### config.mk
export PLATFORM = sky130hd
export DESIGN_NAME = sac_top
export DESIGN_NICKNAME = d
export VERILOG_FILES = /design/src/sac_pkg.sv /design/src/sac_top.sv
export SDC_FILE = /design/constraint.sdc
export NUM_CORES = 1
export LEC_CHECK = 0
export BUFFER_PORTS_ARGS = -buffer_cell sky130_fd_sc_hd__buf_4
export CAP_MARGIN = 20
export CORE_MARGIN = 1
export CORE_UTILIZATION = 55
export CTS_CLUSTER_SIZE = 16
export DETAILED_ROUTE_END_ITERATION = 8
export HOLD_SLACK_MARGIN = 0.12
export PLACE_DENSITY = 0.81
export SLEW_MARGIN = 5
export SYNTH_ARGS = -nofsm -noshare
export SYNTH_HDL_FRONTEND = slang
export SYNTH_SLANG_ARGS = --single-unit
### constraint.sdc
create_clock -name clk -period 2.9 [get_ports clk]
set_input_delay 0.435 -clock clk [delete_from_list [all_inputs] [get_ports clk]]
set_output_delay 0.435 -clock clk [all_outputs]
set_load 0.01 [all_outputs]
### src/sac_pkg.sv
// Contract
// - identification data unavailable for 274 us after reset
// - sample data reads take exactly one wait state
// - all other accesses complete with zero waits
// - logic runs from the host bus clock; the code clocks it at CLK_PS (40 ns), not the 125 ns bus clock BUS_CLK_PS
// - conversion starts by command or trigger pin
// - one start samples all eight channels together
// - conversion finishes within 25 us of start
// - shared trigger driven by others starts conversion
// - result path handles 12-bit and 16-bit converters
// - correction constants loaded from EEPROM, host readable
// - any write to 0x21 starts a conversion; the code drops one that arrives while a conversion is running
// - convert command drives trigger low 1.5 bus cycles
// - status bit 0 shows any converter busy
// - 12-bit results left aligned, low nibble zero
package sac_pkg;

    ////////////////////////////////////////////////////////////////////////////////
    // timing
    localparam int CLK_PS       = 40000;
    localparam int BUS_CLK_PS   = 125000;
    localparam int TRIG_PS      = BUS_CLK_PS * 3 / 2;
    localparam int TRIG_CYC     = (TRIG_PS + CLK_PS - 1) / CLK_PS;
    localparam int SYNC_GUARD   = 3;
    localparam int CONV_US      = 25;
    localparam int CONV_CYC     = CONV_US * 1000000 / CLK_PS;
    localparam int CONV_W       = $clog2(CONV_CYC + 1);
    localparam int ID_WAIT_US   = 274;
    localparam int ID_WAIT_CYC  = (ID_WAIT_US * 1000000 + CLK_PS - 1) / CLK_PS;
    localparam int EE_DIV       = 8;

    ////////////////////////////////////////////////////////////////////////////////
    // address map and fields
    localparam logic [7:0] ADDR_DATA_LAST = 8'h1F;
    localparam logic [7:0] ADDR_CONVERT   = 8'h21;
    localparam logic [7:0] ADDR_STATUS    = 8'h23;
    localparam logic [7:0] ADDR_ID_LAST   = 8'h37;
    localparam int         STAT_BUSY_BIT  = 0;
    localparam int         ID_BYTES       = 28;
    localparam int         NUM_CH         = 8;
    localparam int         SAMPLE_W       = 16;
    localparam int         RES_DEFAULT    = 16;

    ////////////////////////////////////////////////////////////////////////////////
    // types
    typedef struct packed {
        logic       io_sel;
        logic       id_sel;
        logic       wr;
        logic [7:0] addr;
        logic [7:0] wdata;
    } sac_req_s;

    typedef enum logic [1:0] {
        CV_IDLE = 2'b01,
        CV_RUN  = 2'b10
    } sac_conv_e;

    typedef enum logic [2:0] {
        LD_SHIFT = 3'b001,
        LD_WAIT  = 3'b010,
        LD_DONE  = 3'b100
    } sac_load_e;

endpackage : sac_pkg

### src/sac_top.sv
`timescale 1ns/100ps
module sac_top #(
    parameter int RES_BITS    = sac_pkg::RES_DEFAULT,
    parameter int ID_WAIT_CYC = sac_pkg::ID_WAIT_CYC
) (
    // clock and reset
    input  wire logic                                           clk,
    input  wire logic                                           srst,
    // host bus
    input  wire sac_pkg::sac_req_s                              req,
    output logic [7:0]                                          rdata,
    output logic                                                ack,
    // shared open-drain trigger
    input  wire logic                                           trig_n_in,
    output logic                                                trig_n_out,
    output logic                                                trig_oe,
    // converters
    output logic                                                conv_start,
    input  wire logic [sac_pkg::NUM_CH-1:0]                     adc_busy,
    input  wire logic [sac_pkg::NUM_CH-1:0][RES_BITS-1:0]       adc_raw,
    // serial eeprom
    output logic                                                ee_cs,
    output logic                                                ee_sclk,
    input  wire logic                                           ee_do,
    // status
    output logic                                                id_ready
);
    import sac_pkg::*;

    localparam int LSH = SAMPLE_W - RES_BITS;
    localparam logic [SAMPLE_W-1:0] LOW_MASK = SAMPLE_W'((1 << LSH) - 1);
    localparam int WAIT_W = $clog2(ID_WAIT_CYC + 1);
    localparam int DIV_W  = $clog2(EE_DIV);

    ////////////////////////////////////////////////////////////////////////////////
    // synchronisers: only stage two is read
    logic [1:0]                           trig_sync;
    logic                                 trig_prev;
    logic [NUM_CH-1:0]                    busy_m, busy_s;
    logic [NUM_CH-1:0][RES_BITS-1:0]      raw_m, raw_s;
    logic                                 ee_m, ee_s;

    always_ff @(posedge clk) begin
        if (srst) begin
            trig_sync <= 2'b11;
            trig_prev <= 1'b1;
        end else begin
            trig_sync <= {trig_sync[0], trig_n_in};
            trig_prev <= trig_sync[1];
        end
    end

    always_ff @(posedge clk) begin
        busy_m <= adc_busy;
        busy_s <= busy_m;
        raw_m  <= adc_raw;
        raw_s  <= raw_m;
        ee_m   <= ee_do;
        ee_s   <= ee_m;
    end

    wire trig_fall = trig_prev & ~trig_sync[1];
    wire any_busy  = |busy_s;

    ////////////////////////////////////////////////////////////////////////////////
    // host decode and wait states
    logic ws_done;
    wire io_rd     = req.io_sel & ~req.wr;
    wire data_rd   = io_rd & req.addr[0] & (req.addr <= ADDR_DATA_LAST);
    wire conv_wr   = req.io_sel & req.wr & (req.addr == ADDR_CONVERT);
    wire stat_rd   = io_rd & (req.addr == ADDR_STATUS);

    always_ff @(posedge clk) begin
        if (srst) ws_done <= 1'b0;
        else      ws_done <= data_rd & ~ws_done;
    end

    assign ack = (req.io_sel | req.id_sel) & (~data_rd | ws_done);

    ////////////////////////////////////////////////////////////////////////////////
    // trigger drive; the guard hides our own pulse coming back through the pin
    logic [3:0] trig_cnt;
    assign trig_n_out = 1'b0;

    always_ff @(posedge clk) begin
        if (srst) begin
            trig_cnt <= 4'h0;
            trig_oe  <= 1'b0;
        end else if (conv_wr) begin
            trig_cnt <= 4'(TRIG_CYC + SYNC_GUARD);
            trig_oe  <= 1'b1;
        end else if (trig_cnt != 4'h0) begin
            trig_cnt <= trig_cnt - 4'h1;
            trig_oe  <= (trig_cnt - 4'h1) > 4'(SYNC_GUARD);
        end
    end

    wire ext_start = trig_fall & (trig_cnt == 4'h0);
    wire start_req = conv_wr | ext_start;

    ////////////////////////////////////////////////////////////////////////////////
    // conversion; a start while running is dropped, the converters ignore it too
    sac_conv_e                         cv_state;
    logic [CONV_W-1:0]                 cv_timer;
    logic                              cv_seen;
    logic [NUM_CH-1:0][SAMPLE_W-1:0]   result;
    wire cv_end = (cv_seen & ~any_busy) | (cv_timer == CONV_W'(CONV_CYC - 1));

    always_ff @(posedge clk) begin
        if (srst) begin
            cv_state   <= CV_IDLE;
            cv_timer   <= '0;
            cv_seen    <= 1'b0;
            conv_start <= 1'b0;
        end else begin
            conv_start <= 1'b0;
            unique case (cv_state)
                CV_IDLE: begin
                    if (start_req) begin
                        conv_start <= 1'b1;
                        cv_state   <= CV_RUN;
                        cv_timer   <= '0;
                        cv_seen    <= 1'b0;
                    end
                end
                CV_RUN: begin
                    cv_timer <= cv_timer + CONV_W'(1);
                    cv_seen  <= cv_seen | any_busy;
                    if (cv_end) cv_state <= CV_IDLE;
                end
            endcase
        end
    end

    always_ff @(posedge clk) begin
        if (srst) begin
            result <= '0;
        end else if (cv_state == CV_RUN && cv_end) begin
            for (int i = 0; i < NUM_CH; i++) begin
                result[i] <= SAMPLE_W'(raw_s[i]) << LSH;
            end
        end
    end

    ////////////////////////////////////////////////////////////////////////////////
    // identification loader: streams bytes from eeprom after reset
    sac_load_e          ld_state;
    logic [7:0]         id_mem [ID_BYTES];
    logic [DIV_W-1:0]   div_cnt;
    logic [6:0]         shift;
    logic [2:0]         bit_cnt;
    logic [4:0]         byte_cnt;
    logic [WAIT_W-1:0]  id_wait;
    wire div_tick  = (div_cnt == DIV_W'(EE_DIV - 1));
    wire ee_rise   = div_tick & ~ee_sclk & (ld_state == LD_SHIFT);
    wire wait_over = (id_wait >= WAIT_W'(ID_WAIT_CYC));

    always_ff @(posedge clk) begin
        if (srst) begin
            ld_state <= LD_SHIFT;
            div_cnt  <= '0;
            ee_sclk  <= 1'b0;
            ee_cs    <= 1'b1;
            shift    <= '0;
            bit_cnt  <= '0;
            byte_cnt <= '0;
            id_wait  <= '0;
            id_ready <= 1'b0;
        end else begin
            div_cnt <= div_tick ? '0 : div_cnt + DIV_W'(1);
            if (!wait_over) id_wait <= id_wait + WAIT_W'(1);
            unique case (ld_state)
                LD_SHIFT: begin
                    if (div_tick) ee_sclk <= ~ee_sclk;
                    if (ee_rise) begin
                        shift   <= {shift[5:0], ee_s};
                        bit_cnt <= bit_cnt + 3'h1;
                        if (bit_cnt == 3'h7) begin
                            byte_cnt <= byte_cnt + 5'h1;
                            if (byte_cnt == 5'(ID_BYTES - 1)) begin
                                ld_state <= LD_WAIT;
                                ee_cs    <= 1'b0;
                            end
                        end
                    end
                end
                LD_WAIT: begin
                    ee_sclk <= 1'b0;
                    if (wait_over) begin
                        ld_state <= LD_DONE;
                        id_ready <= 1'b1;
                    end
                end
                LD_DONE: id_ready <= 1'b1;
            endcase
        end
    end

    always_ff @(posedge clk) begin
        if (ee_rise && bit_cnt == 3'h7) id_mem[byte_cnt] <= {shift, ee_s};
    end

    ////////////////////////////////////////////////////////////////////////////////
    // read data select
    wire [2:0]          ch_idx   = req.addr[4:2];
    wire [SAMPLE_W-1:0] ch_word  = result[ch_idx];
    wire [7:0]          data_byt = req.addr[1] ? ch_word[7:0] : ch_word[15:8];
    wire [4:0]          id_idx   = req.addr[5:1];
    wire                id_ok    = id_ready & req.addr[0] & (req.addr <= ADDR_ID_LAST);
    wire                busy_bit = any_busy | (cv_state == CV_RUN);

    always_comb begin
        rdata = 8'h00;
        if (req.id_sel) begin
            if (id_ok) rdata = id_mem[id_idx];
        end else if (data_rd) begin
            rdata = data_byt;
        end else if (stat_rd) begin
            rdata[STAT_BUSY_BIT] = busy_bit;
        end
    end

    ////////////////////////////////////////////////////////////////////////////////
    // checks
    data_wait_a: assert property (@(posedge clk) disable iff (srst)
        (data_rd && !ws_done) |-> !ack ##1 (!data_rd || ack))
        else $error("sample read not acked after one wait state");
    zero_wait_a: assert property (@(posedge clk) disable iff (srst)
        ((req.io_sel || req.id_sel) && !data_rd) |-> ack)
        else $error("non-data access not acked at once");
    trig_pulse_a: assert property (@(posedge clk) disable iff (srst)
        (conv_wr && trig_cnt == 4'h0) |=> trig_oe [*5] ##1 !trig_oe)
        else $error("trigger pulse length wrong");
    cmd_start_a: assert property (@(posedge clk) disable iff (srst)
        (conv_wr && cv_state == CV_IDLE) |=> conv_start && cv_state == CV_RUN)
        else $error("convert write did not start conversion");
    ext_start_a: assert property (@(posedge clk) disable iff (srst)
        (ext_start && cv_state == CV_IDLE) |=> conv_start)
        else $error("external trigger did not start conversion");
    conv_bound_a: assert property (@(posedge clk) disable iff (srst)
        conv_start |-> ##[1:625] cv_state == CV_IDLE)
        else $error("conversion exceeded limit");
    hold_res_a: assert property (@(posedge clk) disable iff (srst)
        (cv_state == CV_IDLE) |=> $stable(result))
        else $error("results changed outside conversion end");
    id_gate_a: assert property (@(posedge clk) disable iff (srst)
        !wait_over |-> !id_ready)
        else $error("identification ready too early");
    stat_bit_a: assert property (@(posedge clk) disable iff (srst)
        stat_rd |-> rdata == {7'h00, busy_bit})
        else $error("status read wrong");
    low_zero_a: assert property (@(posedge clk) disable iff (srst)
        (cv_state == CV_RUN && cv_end) |=> (result[0] & LOW_MASK) == '0)
        else $error("low result bits not zero");

endmodule : sac_top

==> impl_metrics.sql, run 1 <==
INSERT INTO impl_metrics (metric_group, metric, value, unit) VALUES
('sta', 'finClkSkew', '0.0386', 'ns'),
('routing', 'wire_per_inst', '21.3', 'um'),
('floorplan', 'die_span_in_y', '207', 'um'),
('sta', 'fin_crit', '2.88', 'ns'),
('flow_run', 'maxCapViolations', '0', ''),
('cts', 'ctsLongestPathBuffers', '3', ''),
('sta', 'tightest_slew', '1.09', 'ns'),
('cts', 'htree_num_levels', '3', ''),
('global_routing', 'gr-total-overflow', '0', ''),
('setup_path', 'path_class', 'reg -> out', ''),
('power', 'worst_ir_drop_vdd', '0.592', 'mV'),
('layout', 'design.final.nets', '2184', ''),
('global_routing', 'antenna_found_initial', '1', ''),
('cts', 'cts_tree', 'yes', ''),
('yosys', 'share_of_yosys_cell_area_claimed_by_the_top_area_cell_type', '39.9', '%'),
('yosys', 'synthDominantAreaCellType', 'dfxtp_1', ''),
('yosys', 'avgSynthCellArea', '14.1', 'um2'),
('setup_path', 'critPathMaxFanout', '2', ''),
('sta', 'report.final.slew_viol_count', '0', ''),
('cts', 'clk_pin_slew', '0.06', 'ns'),
('setup_path', 'r2r_setup_slack', '0.33', 'ns'),
('yosys', 'synth_flop_cell', 'dfxtp_1', ''),
('yosys', 'most_area_consuming_cells_after_synthesis', 'dfxtp_1, edfxtp_1, mux4_2, a21oi_2, nand2_1', ''),
('setup_path', 'cp_cell_instances', 'mux4_2 > mux2i_1 > buf_4 > nor2_2 > a221oi_2 > buf_4 > nand3_4 > buf_6', ''),
('layout', 'commonest_cells_after_routing_fill_and_taps_aside', 'dfxtp_1, buf_4, edfxtp_1', ''),
('placement', 'hpwlAfterDp', '31.8', 'mm'),
('yosys', 'ys_seq_area_share', '68.9', '%'),
('setup_path', 'category_of_the_worst_setup_path_launch_point', 'flop', ''),
('sta', 'report.final.setup_viol', '0', ''),
('routing', 'num_vias', '14408', ''),
('hold_path', 'holdPathStages', '3', ''),
('floorplan', 'die_width', '207', 'um'),
('global_routing', 'wire_length_of_the_first_global_routing_pass', '84.5', 'mm'),
('layout', 'final_cells', '2588', ''),
('routing', 'postRouteWirelength', '55.0', 'mm'),
('setup_path', 'worst_r2r_path_depth', '7', ''),
('yosys', 'asyncSetResetFlopFracSynth', '0', '%'),
('placement', 'gp_congestion', '0.812', ''),
('placement', 'dp_slack', '0.00715', 'ns'),
('yosys', 'mappedNetlistArea', '23200', 'um2'),
('routing', 'drt_pass1_iterations', '5', ''),
('placement', 'buffer_ports.inserted', '164', ''),
('power', 'p_leak', '10.5', 'nW'),
('layout', 'synth_to_layout_area_growth', '25.1', '%'),
('cts', 'clock_insertion_delay_worst_skew', '0.60', 'ns'),
('cts', 'tritoncts_num_sinks', '686', ''),
('power', 'power.density', '682', 'nW/um2'),
('yosys', 'mappedNetlistNets', '1815', ''),
('power', 'total_power', '0.0198', 'W'),
('routing', 'remaining_drcs', '0', ''),
('routing', 'post_drt_via_cell_ratio', '5.57', ''),
('setup_path', 'cp_data_arrival_time', '2.44', 'ns'),
('sta', 'fin_crit_share', '99.3', '%'),
('global_routing', 'gr-usage-all-layers', '25.7', '%'),
('yosys', 'yosysWarnings', '0', ''),
('setup_path', 'cpPeakStageDelay', '0.49', 'ns'),
('sta', 'setup_slack', '0.0205', 'ns'),
('cts', 'ctsRootBufferMaster', 'clkbuf_16', ''),
('layout', 'drive_gt1_share', '33.0', '%'),
('global_routing', 'grt_pass1_vias', '15014', ''),
('layout', 'design_area_final', '29000', 'um2'),
('sta', 'finalHoldViolCount', '0', ''),
('outcome', 'run_status', 'complete, no violations', ''),
('setup_path', 'crit_path_top_delay_cell', 'mux4_2', ''),
('routing', 'final_antenna_net_count', '0', ''),
('cts', 'numCtsBuffers', '67', ''),
('global_routing', 'maximum_number_of_pins_on_one_net_before_global_route_repair', '99', ''),
('routing', 'initialDrtViolationCount', '1425', ''),
('layout', 'layout.cells.most_common', 'dfxtp_1', ''),
('yosys', 'syn-instance-count', '1642', ''),
('placement', 'dpl-instance-area', '25400', 'um2');
-- through the flow --
step / utilization (%) / TNS (ns)
after global routing: 70.4 / -0.0510
after floorplan: - / 0
after CTS: 70.2 / 0
after detailed placement: 61.5 / 0
final: 70.4 / 0
after global placement: 61.5 / 0
-- cell families (layout without fill, tap and decap cells) --
group                      after synthesis  count (layout)  synth area share (%)
DFF                                    686             686                  68.9
and+or+nand+nor                        473             473                  10.1
AOI/OAI and AO/OA                      227             227                  7.14
muxes                                  120             120                  9.78
buffers and inverters                  106             519                  2.77
xor gates and xnor gates                15              15                 0.567
adders and majority gates               14              14                 0.755
other                                    1               2                0.0162
-- report_power, final --
group | total, W | switching (W) | internal (W)
Sequential | 0.0102 | 0.000131 | 0.0101
Clock | 0.00857 | 0.00364 | 0.00493
Combinational | 0.000979 | 0.000444 | 0.000535
Total | 0.0198 | 0.00421 | 0.0156
-- synthesized netlist by cell type, types with 13 or more instances --
cell type	n
a21oi_1	54
a21oi_2	100
buf_2	37
clkbuf_1	37
dfxtp_1	462
edfxtp_1	224
ha_1	14
mux2_2	13
mux2i_1	23
mux4_2	84
nand2_1	190
nand2_2	97
nand3_1	22
nor2_1	75
nor3_1	13
o211ai_1	13
o21ai_0	25
-- cell type report --
class,count,area [um2]
Fill cell,2418,12200
Antenna cell,1,2.50
Sequential cell,686,16000
Inverter,12,45.0
Clock inverter,20,248
Tap cell,532,666
Clock buffer,93,1890
Timing Repair Buffer,394,3500
Multi-Input combinational cell,850,6690
-- worst max-delay path: cells and delay by family, from the launching register on --
family / cells / cell delay [ns]
compound gates: 1 / 0.23
buf+inv: 3 / 0.48
flops: 1 / 0.32
mux: 2 / 0.69
simple gates: 2 / 0.13
-- sequential cells by signal, indices dropped and copies added, names as in the netlist, 2 cells and up --
name	count
id_mem	224
raw_m	128
raw_s	128
result	128
id_wait	13
cv_timer	10
busy_m	8
busy_s	8
shift	7
byte_cnt	5
trig_cnt	4
bit_cnt	3
div_cnt	3
ld_state	3
cv_state	2
trig_sync	2
-- per-layer routing --
metal  track usage, %  routed length, um
met5                0                  0
met4             12.1               2250
met3             3.56               3570
met2             45.2              28400
met1             31.4              20800
-- worst paths after layout --
kind                                      to       start
worst max-delay path                rdata[4]  result[12]
worst min-delay path                 ws_done     req[16]
worst max register to register  id_mem[7][3]  div_cnt[0]
worst min register to register     raw_s[29]   raw_m[29]
-- what timing repair did --
action                     4_1_cts  5_1_grt
setup endpoints to repair        6        6
setup buffers                    0        1
gates resized for setup         12       18
hold endpoints to repair       138        0
hold buffers                   138        0
Power figures use the tool's default switching activity.
==> run 2: changes to the inputs <==
CELL_PAD_IN_SITES_DETAIL_PLACEMENT = 0   (was unset)
CELL_PAD_IN_SITES_GLOBAL_PLACEMENT = 2   (was unset)
CORE_ASPECT_RATIO = 1.5   (was unset)
CORE_UTILIZATION = 42   (was 55)
PLACE_DENSITY = 0.85   (was 0.81)
==> run 2 against run 1 <==
Critical endpoint is now rdata[3]. Clock-buffer cell count fell by 21. Critical path depth fell by 1. Sequential share of layout area fell by 0.38 points. Worst hold slack improved by 0.086 ns. Flip-flop and latch count did not move. Power fell by 0.44%. Global-route usage fell by 7.3 points.
==> impl_metrics.sql, run 2 (synthesis results as in run 1) <==
INSERT INTO impl_metrics (metric_group, metric, value, unit) VALUES
('sta', 'maxClockFrequency', '353', 'MHz'),
('global_routing', 'wire_length_of_the_first_global_routing_pass', '79.4', 'mm'),
('floorplan', 'die_width', '194', 'um'),
('placement', 'buffer_ports.inserted', '164', ''),
('sta', 'report.final.slew_viol_count', '0', ''),
('global_routing', 'antenna_found_initial', '0', ''),
('sta', 'fin_tns_setup', '0', 'ns'),
('layout', 'number_of_diodes_added_for_antenna_fixing', '0', ''),
('layout', 'flip_flop_count_of_the_largest_register_after_layout', '224', ''),
('sta', 'finalHoldViolCount', '0', ''),
('layout', 'multi_input_area', '6700', 'um2'),
('setup_path', 'critical_path.n_buffers_inverters', '2', ''),
('cts', 'clock_insertion_delay_worst_skew', '0.60', 'ns'),
('setup_path', 'timing.critical_path.required', '2.47', 'ns'),
('routing', 'postRouteWirelength', '51.3', 'mm'),
('floorplan', 'start_util', '42.4', '%'),
('layout', 'final_cells', '2745', ''),
('layout', 'layout.cells.most_common', 'dfxtp_1', ''),
('routing', 'drt_pass1_iterations', '5', ''),
('sta', 'fin_crit_share', '97.7', '%'),
('cts', 'tritoncts_num_sinks', '686', ''),
('hold_path', 'min_from', 'req[16]', ''),
('setup_path', 'cp_top_family', 'multiplexers', ''),
('floorplan', 'core_region_area', '54700', 'um2'),
('cts', 'clk_pin_slew', '0.06', 'ns'),
('cts', 'htree_num_levels', '2', ''),
('cts', 'ctsRootBufferMaster', 'clkbuf_16', ''),
('global_routing', 'grt_pass1_vias', '14103', ''),
('setup_path', 'rr_startpoint', 'busy_s[1]', ''),
('setup_path', 'crit_path_top_delay_cell', 'mux4_2', ''),
('sta', 'report.final.setup_viol', '0', ''),
('setup_path', 'cpPeakStageDelay', '0.54', 'ns'),
('placement', 'dpl-instance-area', '25600', 'um2'),
('sta', 'headroom_to_the_max_slew_limit', '32.6', '%'),
('layout', 'registers.top_by_ff_count', 'id_mem', ''),
('routing', 'num_vias', '13634', ''),
('power', 'power.density', '674', 'nW/um2'),
('cts', 'numCtsBuffers', '59', ''),
('routing', 'initialDrtViolationCount', '840', ''),
('power', 'p_leak', '10.5', 'nW'),
('setup_path', 'category_of_the_worst_setup_path_launch_point', 'flop', ''),
('placement', 'numPlacedInstances', '2497', ''),
('routing', 'post_drt_via_cell_ratio', '4.97', ''),
('power', 'worst_ir_drop_vdd', '0.540', 'mV'),
('global_routing', 'gr-usage-all-layers', '18.4', '%'),
('layout', 'n_fill_cell', '4517', ''),
('cts', 'cts.repair_timing.setup_buffer_count', '0', ''),
('setup_path', 'cp_data_arrival_time', '2.40', 'ns'),
('floorplan', 'die_span_in_y', '290', 'um'),
('routing', 'final_antenna_net_count', '0', ''),
('layout', 'drive_gt1_share', '33.8', '%'),
('routing', 'wire_per_inst', '18.7', 'um'),
('layout', 'commonest_cells_after_routing_fill_and_taps_aside', 'dfxtp_1, buf_4, edfxtp_1', ''),
('setup_path', 'critical-path-top-cell-by-count', 'buf_4', ''),
('global_routing', 'gr-total-overflow', '0', ''),
('flow_run', 'maxCapViolations', '0', ''),
('global_routing', 'maximum_number_of_pins_on_one_net_before_global_route_repair', '102', ''),
('placement', 'hpwlAfterDp', '34.1', 'mm'),
('setup_path', 'critical_path_origin', 'result[59]', ''),
('floorplan', 'design.die.area', '56200', 'um2'),
('sta', 'fin_crit', '2.83', 'ns'),
('layout', 'design_area_final', '29200', 'um2'),
('setup_path', 'critPathMaxFanout', '2', ''),
('setup_path', 'cp_cell_instances', 'mux4_2 > mux2i_2 > nor2_1 > a221oi_1 > buf_4 > nand3_1 > buf_4', ''),
('floorplan', 'fp-row-count', '105', ''),
('floorplan', 'floorplan.io_pins', '174', ''),
('layout', 'synth_to_layout_area_growth', '26.1', '%'),
('hold_path', 'hp-class', 'in -> reg', ''),
('setup_path', 'critical_path.endpoint_type', 'output pin', ''),
('setup_path', 'path_class', 'reg -> out', ''),
('placement', 'gp_congestion', '0.798', ''),
('cts', 'ctsLongestPathBuffers', '3', ''),
('layout', 'seq_area', '16000', 'um2'),
('outcome', 'run_status', 'complete, no violations', ''),
('cts', 'cts_tree', 'yes', ''),
('routing', 'remaining_drcs', '0', ''),
('sta', 'tightest_slew', '1.01', 'ns'),
('sta', 'finClkSkew', '0.0159', 'ns'),
('layout', 'design.final.nets', '2175', '');
[run 2: changes by cell type in the layout (fill, tap and decap cells not counted), moves of 4 or more]
cell / delta
clkbuf_1: -9
clkinvlp_4: +5
clkbuf_16: -7
dfxtp_2: +4
dfxtp_1: -4
bufinv_16: +8
clkinv_2: +4
mux2i_2: +5
[run 2: cell type report]
class	instances	share of cell area, %
clock buffers	72	5.53
repair buffers	393	11.9
well taps	695	2.98
multi-input cells	850	22.9
flip-flops and latches	686	54.7
clock inverters	37	1.78
inverters	12	0.154
[run 2: worst reg2reg max path, delay by kind of cell, from the launching register on]
kind | cells | cell delay, ns
and+or+nand+nor | 4 | 1.25
buffers and inverters | 1 | 0.43
AOI/OAI and AO/OA | 2 | 0.33
DFF | 1 | 0.30
[run 2: repair_timing]
action,in CTS,in global routing
endpoints found under the hold margin,138,0
endpoints found under the setup margin,7,8
pin swaps,2,0
hold buffers,138,0
resized for setup,18,17
[run 2: final timing paths]
kind	end	slack (ns)	cells past startpoint
worst max-delay path	rdata[3]	0.07	7
worst min-delay path	ws_done	0.30	4
worst max register to register	result[76]	0.52	7
worst min register to register	raw_s[97]	0.32	0
[run 2: power breakdown]
group	internal [W]	leakage, nW	switching (W)	total [W]
logic	0.000529	3.60	0.000422	0.000950
clock network	0.00505	1.04	0.00347	0.00852
registers	0.0101	5.90	0.000122	0.0102
[run 2: routing by layer]
layer  wire [um]  GRT usage (%)
met5           0              0
met4        1720           7.02
met3        2120           2.33
met2       26900           34.1
met1       20600           21.8
[run 2: per-stage QoR]
stage	total power [W]	hold slack [ns]	util [%]	setup slack [ns]
detailed placement	0.0113	0.312	46.8	-0.0127
global route	0.0204	0.292	53.5	-0.0171
CTS	0.0199	0.266	53.3	0.00731
floorplan	0.0109	0.310	-	0.451
global placement	0.0112	0.313	46.7	0.0245
finish	0.0197	0.300	53.5	0.0664
